### src/hdl/wdt_pkg.sv
// constants shared by the loop-detect watchdog files
package wdt_pkg;
    // register byte offsets on the apb bus
    localparam logic [7:0] MODE_OFS = 8'h00;
    localparam logic [7:0] RESTART_OFS = 8'h04;
    localparam logic [7:0] BITACC_OFS = 8'h08;
    localparam logic [7:0] STATUS_OFS = 8'h0c;
    localparam logic [7:0] MASK_OFS = 8'h10;
    localparam logic [7:0] STATE_OFS = 8'h14;
    localparam logic [7:0] COUNT_OFS = 8'h18;
    // reset values and key bytes
    localparam logic [6:0] MODE_RST = 7'h67;
    localparam logic [7:0] RESTART_KEY = 8'hac;
    localparam logic [7:0] RESTART_READ = 8'h9a;
    // mode register fields
    localparam int MODE_HI = 6;
    localparam int MODE_LO = 5;
    localparam int SRC_HI = 4;
    localparam int SRC_LO = 3;
    localparam int EXP_HI = 2;
    // overflow period exponents per source clock
    localparam logic [4:0] OSC_BASE = 5'h0c;
    localparam logic [4:0] MAIN_BASE = 5'h12;
    localparam logic [4:0] SUB_BASE = 5'h09;
    localparam int CNT_W = 26;
    // source clock indices
    localparam int SRC_OSC = 0;
    localparam int SRC_MAIN = 1;
    localparam int SRC_SUB = 2;
    localparam int NSRC = 3;
    // status bit positions
    localparam int ST_NAT = 0;
    localparam int ST_FORCED = 1;
    localparam int ST_OSCSW = 2;
    localparam int ST_W = 3;
endpackage
### src/hdl/tick_if.sv
// interface carrying one source clock pin and its pclk-domain tick
`timescale 1ns/100ps
interface tick_if (
    input wire logic pclk,
    input wire logic presetn
);
    logic pin;
    logic tick;
    modport sync (input pclk, input presetn, input pin, output tick);
    modport user (output pin, input tick);
endinterface

### src/hdl/loop_detect_watchdog.sv
// loop-detect watchdog with apb registers, three source clocks and forced overflow
// Notes on behaviour
// - interval field picks oscillator, main or subclock and a power-of-two period.
// - key byte ac hex to restart register clears counter and restarts.
// - any other restart value forces an overflow at once.
// - single-bit access to restart register forces overflow unless stopped; normal access is byte.
// - restart register resets to 9a hex and always reads 9a hex.
// - second mode write forces overflow and clears the counter.
// - in stopped mode, bad keys and second mode writes cause no overflow.
// - after reset the watchdog counts in reset mode with no software help.
// - once an active mode is written, nothing can stop the watchdog.
// - expiry without key raises reset request or nmi request per mode bits.
// - reset-mode overflow during stabilisation switches cpu clock, no reset.
// - writing 00 hex as the first mode write after reset stops the watchdog.
// - mode 00 stop, 01 nmi on overflow, 1x reset on overflow.
// - mode register resets to 67 hex: reset mode, oscillator, 2^19 period.
//
// The placing of the registers and register access over APB were chosen for this implementation.
`timescale 1ns/100ps
module loop_detect_watchdog (
    // apb clock and reset
    input wire logic pclk,
    input wire logic presetn,
    // apb slave
    input wire logic psel,
    input wire logic penable,
    input wire logic pwrite,
    input wire logic [7:0] paddr,
    input wire logic [31:0] pwdata,
    output logic [31:0] prdata,
    output logic pready,
    output logic pslverr,
    // source clock pins
    input wire logic internal_osc_clk,
    input wire logic main_clk,
    input wire logic sub_clk,
    // oscillation stabilisation in progress
    input wire logic osc_stab_busy,
    // overflow requests
    output logic overflow_reset_req,
    output logic overflow_nmi_req,
    output logic cpu_clk_to_osc,
    // interrupt
    output logic irq
);
    // register state
    logic [6:0] wd_mode_reg_q;
    logic mode_written_q;
    logic [wdt_pkg::CNT_W-1:0] count_q;
    logic [wdt_pkg::ST_W-1:0] status_q;
    logic [wdt_pkg::ST_W-1:0] status_d;
    logic [wdt_pkg::ST_W-1:0] mask_q;

    // synchronised stabilisation flag
    logic stab_meta_q;
    logic stab_q;

    // apb response registers
    logic pready_q;
    logic pslverr_q;
    logic [31:0] prdata_q;

    // overflow request and interrupt registers
    logic reset_req_q;
    logic nmi_req_q;
    logic osc_sw_q;
    logic irq_q;

    // source ticks, read path and field decode
    logic [wdt_pkg::NSRC-1:0] ticks;
    logic [31:0] rd_data;
    logic rd_hit;
    logic [1:0] mode_bits;
    logic [1:0] src_bits;
    logic running;
    logic reset_mode;

    // period select and counter control
    logic tick_sel;
    logic [4:0] shift;
    logic [wdt_pkg::CNT_W-1:0] last_count;
    logic count_clr;

    // bus write decode
    logic acc_fire;
    logic wr_fire;
    logic wr_mode;
    logic wr_restart;
    logic wr_bitacc;
    logic wr_status;
    logic wr_mask;
    logic first_mode;

    // overflow events
    logic good_key;
    logic bad_key;
    logic mode_rewrite;
    logic bad_write;
    logic nat_ovf;
    logic forced_ovf;
    logic any_ovf;
    logic osc_sw_ev;

    // source clock synchronisers, one per selectable clock
    tick_if tk [wdt_pkg::NSRC] (.pclk(pclk), .presetn(presetn));
    assign tk[wdt_pkg::SRC_OSC].pin = internal_osc_clk;
    assign tk[wdt_pkg::SRC_MAIN].pin = main_clk;
    assign tk[wdt_pkg::SRC_SUB].pin = sub_clk;
    genvar gi;
    generate
        for (gi = 0; gi < wdt_pkg::NSRC; gi++) begin : g_src
            src_tick_sync u_sync (
                .tk(tk[gi].sync)
            );
            assign ticks[gi] = tk[gi].tick;
        end
    endgenerate

    // stabilisation flag passes two flops before use
    always_ff @(posedge pclk or negedge presetn) begin
        if (!presetn) begin
            stab_meta_q <= 1'b0;
            stab_q <= 1'b0;
        end else begin
            stab_meta_q <= osc_stab_busy;
            stab_q <= stab_meta_q;
        end
    end

    // mode field decode
    assign mode_bits = wd_mode_reg_q[wdt_pkg::MODE_HI:wdt_pkg::MODE_LO];
    assign src_bits = wd_mode_reg_q[wdt_pkg::SRC_HI:wdt_pkg::SRC_LO];
    assign running = (mode_bits != 2'b00);
    assign reset_mode = mode_bits[1];

    always_comb begin
        if (src_bits[1]) begin
            tick_sel = ticks[wdt_pkg::SRC_SUB];
            shift = wdt_pkg::SUB_BASE;
        end else if (src_bits[0]) begin
            tick_sel = ticks[wdt_pkg::SRC_MAIN];
            shift = wdt_pkg::MAIN_BASE;
        end else begin
            tick_sel = ticks[wdt_pkg::SRC_OSC];
            shift = wdt_pkg::OSC_BASE;
        end
        shift = shift + {2'b00, wd_mode_reg_q[wdt_pkg::EXP_HI:0]};
    end

    // count value at which the period ends
    assign last_count = (wdt_pkg::CNT_W'(1) << shift) - wdt_pkg::CNT_W'(1);

    // apb access decode, effects land at the edge pready is sampled high
    assign acc_fire = psel & penable & pready_q;
    assign wr_fire = acc_fire & pwrite;
    assign wr_mode = wr_fire & (paddr == wdt_pkg::MODE_OFS);
    assign wr_restart = wr_fire & (paddr == wdt_pkg::RESTART_OFS);
    assign wr_bitacc = wr_fire & (paddr == wdt_pkg::BITACC_OFS);
    assign wr_status = wr_fire & (paddr == wdt_pkg::STATUS_OFS);
    assign wr_mask = wr_fire & (paddr == wdt_pkg::MASK_OFS);
    assign first_mode = wr_mode & ~mode_written_q;

    assign good_key = wr_restart & (pwdata[7:0] == wdt_pkg::RESTART_KEY);

    assign bad_key = wr_restart & ~good_key;

    assign mode_rewrite = wr_mode & mode_written_q;

    // bit access, wrong key or mode rewrite are improper writes
    assign bad_write = bad_key | wr_bitacc | mode_rewrite;

    assign forced_ovf = running & bad_write;

    assign nat_ovf = running & tick_sel & (count_q == last_count) & ~good_key;
    assign any_ovf = nat_ovf | forced_ovf;

    // overflow while stabilising in reset mode
    assign osc_sw_ev = any_ovf & reset_mode & stab_q;

    // mode register, one write after reset
    always_ff @(posedge pclk or negedge presetn) begin
        if (!presetn) begin
            wd_mode_reg_q <= wdt_pkg::MODE_RST;
        end else if (first_mode) begin
            wd_mode_reg_q <= pwdata[6:0];
        end
    end

    // write-once flag, later mode writes are refused
    always_ff @(posedge pclk or negedge presetn) begin
        if (!presetn) begin
            mode_written_q <= 1'b0;
        end else if (first_mode) begin
            mode_written_q <= 1'b1;
        end
    end

    // counter clear: stopped, key, any overflow or the first mode write
    assign count_clr = ~running | good_key | any_ovf | first_mode;

    // counter, restarts on key, overflow or the first mode write
    always_ff @(posedge pclk or negedge presetn) begin
        if (!presetn) begin
            count_q <= '0;
        end else if (count_clr) begin
            count_q <= '0;
        end else if (tick_sel) begin
            count_q <= count_q + wdt_pkg::CNT_W'(1);
        end
    end

    // one-cycle reset request, held back while stabilising
    always_ff @(posedge pclk or negedge presetn) begin
        if (!presetn) begin
            reset_req_q <= 1'b0;
        end else begin
            reset_req_q <= any_ovf & reset_mode & ~stab_q;
        end
    end

    // one-cycle nmi request in nmi mode
    always_ff @(posedge pclk or negedge presetn) begin
        if (!presetn) begin
            nmi_req_q <= 1'b0;
        end else begin
            nmi_req_q <= any_ovf & (mode_bits == 2'b01);
        end
    end

    // clock switch instead of a reset
    always_ff @(posedge pclk or negedge presetn) begin
        if (!presetn) begin
            osc_sw_q <= 1'b0;
        end else begin
            osc_sw_q <= osc_sw_ev;
        end
    end

    // sticky status, a new event wins over a write-one clear
    always_comb begin
        status_d = status_q;
        if (wr_status) begin
            status_d = status_d & ~pwdata[wdt_pkg::ST_W-1:0];
        end
        if (nat_ovf) begin
            status_d[wdt_pkg::ST_NAT] = 1'b1;
        end
        if (forced_ovf) begin
            status_d[wdt_pkg::ST_FORCED] = 1'b1;
        end
        if (osc_sw_ev) begin
            status_d[wdt_pkg::ST_OSCSW] = 1'b1;
        end
    end

    // sticky status register
    always_ff @(posedge pclk or negedge presetn) begin
        if (!presetn) begin
            status_q <= '0;
        end else begin
            status_q <= status_d;
        end
    end

    // interrupt mask, same layout as status
    always_ff @(posedge pclk or negedge presetn) begin
        if (!presetn) begin
            mask_q <= '0;
        end else if (wr_mask) begin
            mask_q <= pwdata[wdt_pkg::ST_W-1:0];
        end
    end

    // level interrupt, follows status and a mask write at the same edge
    always_ff @(posedge pclk or negedge presetn) begin
        if (!presetn) begin
            irq_q <= 1'b0;
        end else begin
            irq_q <= |(status_d & (wr_mask ? pwdata[wdt_pkg::ST_W-1:0] : mask_q));
        end
    end

    // read data mux
    always_comb begin
        rd_data = 32'h0000_0000;
        rd_hit = 1'b1;
        case (paddr)
            wdt_pkg::MODE_OFS: rd_data = {25'h000_0000, wd_mode_reg_q};
            wdt_pkg::RESTART_OFS: rd_data = {24'h00_0000, wdt_pkg::RESTART_READ};
            wdt_pkg::BITACC_OFS: rd_data = {24'h00_0000, wdt_pkg::RESTART_READ};
            wdt_pkg::STATUS_OFS: rd_data = {29'h0000_0000, status_q};
            wdt_pkg::MASK_OFS: rd_data = {29'h0000_0000, mask_q};
            wdt_pkg::STATE_OFS: rd_data = {29'h0000_0000, stab_q, running, mode_written_q};
            wdt_pkg::COUNT_OFS: rd_data = {6'h00, count_q};
            default: rd_hit = 1'b0;
        endcase
    end

    // apb ready: one wait cycle, then a one-cycle pready
    always_ff @(posedge pclk or negedge presetn) begin
        if (!presetn) begin
            pready_q <= 1'b0;
        end else begin
            pready_q <= psel & penable & ~pready_q;
        end
    end

    // error flag for an unmapped address, alongside pready
    always_ff @(posedge pclk or negedge presetn) begin
        if (!presetn) begin
            pslverr_q <= 1'b0;
        end else begin
            pslverr_q <= psel & penable & ~pready_q & ~rd_hit;
        end
    end

    // read data, valid only in the pready cycle
    always_ff @(posedge pclk or negedge presetn) begin
        if (!presetn) begin
            prdata_q <= 32'h0000_0000;
        end else if (psel && penable && !pready_q && !pwrite && rd_hit) begin
            prdata_q <= rd_data;
        end else begin
            prdata_q <= 32'h0000_0000;
        end
    end

    assign prdata = prdata_q;
    assign pready = pready_q;
    assign pslverr = pslverr_q;
    assign overflow_reset_req = reset_req_q;
    assign overflow_nmi_req = nmi_req_q;
    assign cpu_clk_to_osc = osc_sw_q;
    assign irq = irq_q;
endmodule // loop_detect_watchdog

### src/hdl/src_tick_sync.sv
// synchroniser and rising-edge detector for one source clock pin
`timescale 1ns/100ps
module src_tick_sync (
    tick_if.sync tk
);
    logic meta_q;
    logic sync_q;
    logic prev_q;
    logic tick_q;

    // two flops then edge detect, one pclk pulse per source rising edge
    always_ff @(posedge tk.pclk or negedge tk.presetn) begin
        if (!tk.presetn) begin
            meta_q <= 1'b0;
            sync_q <= 1'b0;
            prev_q <= 1'b0;
            tick_q <= 1'b0;
        end else begin
            meta_q <= tk.pin;
            sync_q <= meta_q;
            prev_q <= sync_q;
            tick_q <= sync_q & ~prev_q;
        end
    end

    assign tk.tick = tick_q;
endmodule // src_tick_sync

### config.mk
export PLATFORM = sky130hd
export DESIGN_NAME = loop_detect_watchdog
export DESIGN_NICKNAME = d
export VERILOG_FILES = /design/src/hdl/wdt_pkg.sv /design/src/hdl/tick_if.sv /design/src/hdl/loop_detect_watchdog.sv /design/src/hdl/src_tick_sync.sv
export SDC_FILE = /design/constraint.sdc
export NUM_CORES = 1
export LEC_CHECK = 0
export BUFFER_PORTS_ARGS = -buffer_cell sky130_fd_sc_hd__buf_2
export CAP_MARGIN = 20
export CORE_UTILIZATION = 30
export CTS_BUF_LIST = sky130_fd_sc_hd__clkbuf_8
export DETAILED_ROUTE_END_ITERATION = 8
export HOLD_SLACK_MARGIN = 0.12
export PLACE_DENSITY_LB_ADDON = 0.08
export SLEW_MARGIN = 20
export SYNTH_ARGS = -nofsm -noshare
export SYNTH_HDL_FRONTEND = slang
export SYNTH_SLANG_ARGS = --single-unit
### constraint.sdc
create_clock -name pclk -period 7.6 [get_ports pclk]
set_clock_uncertainty 0.2 [all_clocks]
set_input_delay 1.14 -clock pclk [delete_from_list [all_inputs] [get_ports pclk]]
set_output_delay 1.14 -clock pclk [all_outputs]
set_load 0.01 [all_outputs]
Yosys cells after proc, flatten, opt, wreduce, memory -nomap -nowiden:

Index checks and enable logic that the tools add are counted.

* mux-type cells: 14
* add/sub/neg operators: 3
* shift-type cells: 1
* equality and inequality tests: 9
* reduce and logical (&&, ||, !) cells: 12
* bitwise operators: 43

Operators by type and width (number)
* 26-bit case mux with 6 select lines: 1
* 26-bit 2-to-1 mux: 2
* 32-bit 2-to-1 mux: 1
* 26-bit by 1-bit adder with 26-bit output (second input constant): 1
* 26-bit equality test: 1
* 1-bit by 5-bit left shift with 26-bit output (first input constant): 1
* 26-bit by 2-bit subtractor with 26-bit output (second input constant): 1
* 1-bit AND: 25
* 8-bit by 5-bit equality test with 1-bit output (second input constant): 3
* 8-bit by 4-bit equality test with 1-bit output (second input constant): 2
* 5-bit 2-to-1 mux: 2
* 1-bit inverter: 9
* 8-bit by 3-bit equality test with 1-bit output (second input constant): 1
* 8-bit equality test (second input constant): 1
* 8-bit zero test: 1
* 7-bit OR reduction: 1
* 3-bit AND: 2
* 1-bit 2-to-1 mux: 6
* 3-bit 2-to-1 mux: 2
* 1-bit OR: 6
* 5-bit by 3-bit adder with 5-bit output: 1
* 1-bit logical AND: 4
* 2-bit nonzero test: 2
* 3-bit inverter: 1
* 4 further kinds: 5

* output and inout bits: 38
* bits in registers: 92
* logic and storage cells: 108
* input port bits: 49

Longest topological paths before layout:

* word-level depth: 16
* mapped depth: 18
* depth with buffers taken out: 12

By module:

Synthesis repeated with hierarchy kept, for this count alone.

* cells, all modules: 509
* area, all modules: 5016.1 µm²

By module, submodules not included
* loop_detect_watchdog: times used 1, cells an instance 494, area each 4674.5 µm², seq. area each 1858.0 µm²
* src_tick_sync: times used 3, cells an instance 5, area each 113.9 µm², seq. area each 100.1 µm²

Worst setup path after synthesis:

Ideal clock, no wire load.

* path type: reg-to-reg
* start point: register wd_mode_reg_q[4]
* end point: register count_q[18] in the netlist's numbering
* arrival time: 3.338 ns
* path slack: 3.937 ns
* setup time: 0.126 ns
* data required time: 7.274 ns
* path buffers: 6
* clock period less this slack: 3.663 ns
* stages on the path, launching flop included: 19
* path through: dfrtp_1 buf_6 nand2b_1 buf_4 xnor2_1 ha_1 buf_6 and2_1 buf_4 a211oi_4 nand4_1 a31oi_1 xnor2_1 o211ai_1 a2111oi_1 a41o_1 buf_6 buf_12 nor3_2

* longest elaborated chain between the ends: 11
* elaborated cells between the ends (all ways): 14
* classes of those cells: 2 x add/sub; 1 x eq/ne; 1 x shift; 3 x mux; 6 x bitwise; 1 x reduce/logical

Ends and longest elaborated chain
* start, declared: RTL line loop_detect_watchdog.sv:47 `logic [6:0] wd_mode_reg_q;`
* start signal, assigned: RTL line loop_detect_watchdog.sv:183 `wd_mode_reg_q <= wdt_pkg::MODE_RST;`
* start signal, assigned: RTL line loop_detect_watchdog.sv:185 `wd_mode_reg_q <= pwdata[6:0];`
* 5-bit 2-to-1 mux: RTL line loop_detect_watchdog.sv:137 `if (src_bits[1]) begin`
* 5-bit by 3-bit adder with 5-bit output: RTL line loop_detect_watchdog.sv:147 `shift = shift + {2'b00, wd_mode_reg_q[wdt_pkg::EXP_HI:0]};`
* 1-bit by 5-bit left shift with 26-bit output: RTL line loop_detect_watchdog.sv:151 `assign last_count = (wdt_pkg::CNT_W'(1) << shift) - wdt_pkg::CNT_W'(1);`
* 26-bit by 2-bit subtractor with 26-bit output: RTL line loop_detect_watchdog.sv:151
* 26-bit equality test: RTL line loop_detect_watchdog.sv:174 `assign nat_ovf = running & tick_sel & (count_q == last_count) & ~good_key;`
* 1-bit AND (2 in series): RTL line loop_detect_watchdog.sv:174
* 1-bit OR: RTL line loop_detect_watchdog.sv:175 `assign any_ovf = nat_ovf | forced_ovf;`
* 1-bit OR (2 in series): RTL line loop_detect_watchdog.sv:199 `assign count_clr = ~running | good_key | any_ovf | first_mode;`
* 26-bit 2-to-1 mux or 2-bit nonzero test (tied branches)
* end signal, assigned: RTL line loop_detect_watchdog.sv:208 `count_q <= count_q + wdt_pkg::CNT_W'(1);`
* end, declared: RTL line loop_detect_watchdog.sv:49 `logic [wdt_pkg::CNT_W-1:0] count_q;`

Parallel ways exist; a longest one is shown, timed or not.
A chain may end at the register's enable or synchronous reset.

Worst setup path after layout:

* start point: register wd_mode_reg_q[4]
* end point: register reset_req_q (netlist: overflow_reset_req)

* longest elaborated chain between the ends: 10
* elaborated cells between the ends (all ways): 12
* classes of those cells: 2 x add/sub; 1 x eq/ne; 1 x shift; 2 x mux; 6 x bitwise

Ends and longest elaborated chain
* 5-bit 2-to-1 mux: RTL line loop_detect_watchdog.sv:137
* 5-bit by 3-bit adder with 5-bit output: RTL line loop_detect_watchdog.sv:147
* 1-bit by 5-bit left shift with 26-bit output: RTL line loop_detect_watchdog.sv:151
* 26-bit by 2-bit subtractor with 26-bit output: RTL line loop_detect_watchdog.sv:151
* 26-bit equality test: RTL line loop_detect_watchdog.sv:174
* 1-bit AND * (2 in series): RTL line loop_detect_watchdog.sv:174
* 1-bit OR *: RTL line loop_detect_watchdog.sv:175
* 1-bit AND * (2 in series): RTL line loop_detect_watchdog.sv:217 `reset_req_q <= any_ovf & reset_mode & ~stab_q;`
* end signal, assigned: RTL line loop_detect_watchdog.sv:217
* end, declared: RTL line loop_detect_watchdog.sv:64 `logic reset_req_q;`

Mark *: on every way between the ends. The rest lies on a longest branch, timed or not.

==> reports/results.txt <==
status -> completed
Net Sw Frac -> 21.6%
worst-path fanout max -> 27
first-pass GRT wire length -> 22200 um
Final Hold Vio Count -> 0
fin crit share -> 65.3%
Core Rows -> 47
per-cell routed wire length -> 17.3 um
Resize count post-CTS -> 0
Critical Setup Path Class -> flop to flop
Die X -> 134 um
Worst-Margin Slew -> 0.796 ns
setup TNS -> 0 ns
RSZ-0062 raised after global routing -> no
dpl ws -> 2.58 ns
Slew HR -> 46.9%
wirelength, routed -> 13600 um
Clk pin slew, worst setup/hold paths -> 0.09 ns
Die Area -> 18000 um2
sequential-to-total area share from yosys stat -> 41.3%
I/O Buffers -> 56
reported net switching power -> 0.197 mW
Netlist cell types -> 84
GRT Total Usage -> 16.1%
Crit. End Element -> flop
async set-reset flop share out of synthesis -> 100%
count of final setup violators -> 0
area of placed instances -> 5590 um2
Clock Tree Buf Depth -> 2
Final Util -> 34.8%
core footprint -> 16800 um2
postcts setup bufs -> 0
CTS tree -> built
vias in the first global route -> 3992
non-filler cells in the finished layout -> 785
Final Wtd Congestion -> 0.824
Clk network pwr share -> 44.1%
max cap viols -> 0
Clock Latency Late Sink -> 0.37 ns
clock sinks -> 86
Max Fclk -> 202 MHz
Hold Slack -> 0.147 ns
worst path required time -> 7.71 ns
Iter 0 DRT Violations -> 193
Largest stage delay, worst path -> 0.82 ns
Inst Count DP -> 769
routed vias -> 3968
initial core utilization -> 31.1%
IR drop worst, VDD -> 97.0 uV
initial antenna violation count -> 0
worst min path class -> flop to flop
CP Launch Type -> flop
DR vias/cell -> 5.05
DP HPWL -> 10100 um
Syn Inst Count -> 520
hold buffer count at cts -> 0
Synth warnings -> 0
total power -> 0.911 mW
DRC Markers -> 0
Yosys top cell area share -> 38.8%
layout cells sized above 1 -> 25.0%
post-route cell area -> 5850 um2
Comb pwr share -> 5.0%
synthesized area -> 5230 um2
post-route ant nets -> 0
H-tree depth -> 3
CTS root buffer -> clkbuf_8
Area Growth Syn to Fin -> 11.8%
Int Pwr -> 0.714 mW
synth top area cells -> dfrtp_1 (39%), nor3_2 (4.0%), xor2_1 (4.0%), xnor2_1 (3.7%), nand2_1 (2.8%)
leading area contributor after synthesis -> dfrtp_1
Yosys reg bits -> 86
Pwr Density -> 156 nW/um2
Leak -> 2.46 nW
Reg power frac -> 50.9%
Critical Path AT -> 5.07 ns
largest net degree at the start of global routing -> 48
chip height -> 134 um
DRT Pass-1 Iters -> 5
Syn Area/Cell -> 10.1 um2
Max Transition Viols Final -> 0
CTS Buf Count -> 9
final net count -> 614
most common cell after layout, fill and taps aside -> dfrtp_1
final worst slack -> 2.64 ns
Slowest cell on crit path -> a41o_2
GRT overflow -> 0
most frequent cells in the layout -> dfrtp_1 (81), buf_2 (55), nand2_1 (39)
IO Pins -> 87
Synth Flop Type -> dfrtp_1
Ant. Diodes -> 0
number of flops mapped to enable cells by yosys -> 0
Min Clock Period, post-route -> 4.96 ns
fillcell total -> 1775
crit path cell chain -> nand2b_1, xnor2_1, ha_1, inv_1, nand2_1, nor3_1, nand2_1, xnor2_1, nand4_1, a2111oi_1, a41o_2, and3b_1
[synthesized netlist by cell type (6+ instances only)]
cell type	n
buf_4	9
nand4_1	10
a22oi_1	9
or3_1	8
nand3_1	22
nor3_2	21
mux2_2	12
and2_1	17
xor2_1	24
nor3_1	21
clkbuf_1	13
o21ai_0	13
a21oi_1	16
nor4_1	6
nand2_1	39
inv_1	12
nor2_1	31
dfrtp_1	81
xnor2_1	22
and3_1	8
nand2b_1	7
[critical path, delay by kind of cell, from the launching register on]
kind	cells	cell delay (ns)
buffers and inverters	1	0.36
xor gates and xnor gates	2	0.38
DFF	1	0.53
AOI/OAI and AO/OA	2	1.26
and+or+nand+nor	6	1.64
adders and majority gates	1	0.51
[power groups by stage]
stage          combinational (mW)  sequential, mW  clock, mW
2_1_floorplan              0.0250           0.473          0
3_3_place_gp               0.0455           0.473          0
3_5_place_dp               0.0461           0.473          0
4_1_cts                    0.0461           0.464      0.419
5_1_grt                    0.0516           0.465      0.437
6_report                   0.0454           0.464      0.402
[final cells by class]
class | instances | area [um2] | share of cell area (%)
Sequential cell | 86 | 2160 | 36.9
Clock inverter | 5 | 105 | 1.80
Tap cell | 220 | 275 | 4.71
Timing Repair Buffer | 60 | 313 | 5.35
Multi-Input combinational cell | 391 | 2800 | 47.9
Inverter | 12 | 45.0 | 0.771
Clock buffer | 11 | 151 | 2.59
[sequential cells by signal, summed over array words and instances, names as in the netlist]
| name | flops |
|---|---|
| pready | 1 |
| g_src.u_sync.tk.tick | 3 |
| stab_q | 1 |
| g_src.u_sync.prev_q | 3 |
| irq | 1 |
| pslverr | 1 |
| overflow_reset_req | 1 |
| overflow_nmi_req | 1 |
| mask_q | 3 |
| cpu_clk_to_osc | 1 |
| status_q | 3 |
| count_q | 26 |
| g_src.u_sync.meta_q | 3 |
| mode_written_q | 1 |
| stab_meta_q | 1 |
| g_src.u_sync.sync_q | 3 |
| prdata | 26 |
| wd_mode_reg_q | 7 |
[worst paths after layout]
kind | start | end | slack, ns | depth (start not counted)
worst max-delay path | wd_mode_reg_q[4] | overflow_reset_req | 2.64 | 12
worst min-delay path | g_src[0].u_sync.meta_q | g_src[0].u_sync.sync_q | 0.15 | 0
worst max register to register | wd_mode_reg_q[4] | overflow_reset_req | 2.64 | 12
worst min register to register | g_src[0].u_sync.meta_q | g_src[0].u_sync.sync_q | 0.15 | 0
max in group asynchronous | presetn | prdata[7] | 5.67 | 2
min in group asynchronous | presetn | prdata[21] | 0.54 | 1
[cell families after synthesis]
logic type	after synthesis	synth area share (%)
xor gates and xnor gates	46	7.71
buffers and inverters	49	5.70
muxes	17	3.54
AOI/OAI and AO/OA	95	14.0
DFF	86	41.3
other	2	0.144
adders and majority gates	5	1.20
and+or+nand+nor	220	26.4
[routing by layer]
layer	part of all wire [%]	GRT usage, %
met1	47	21.4
met2	48	26.3
met3	3.5	3.14
met4	1.8	5.06
met5	0	0
Note: power is estimated with default switching activity, not from simulation.
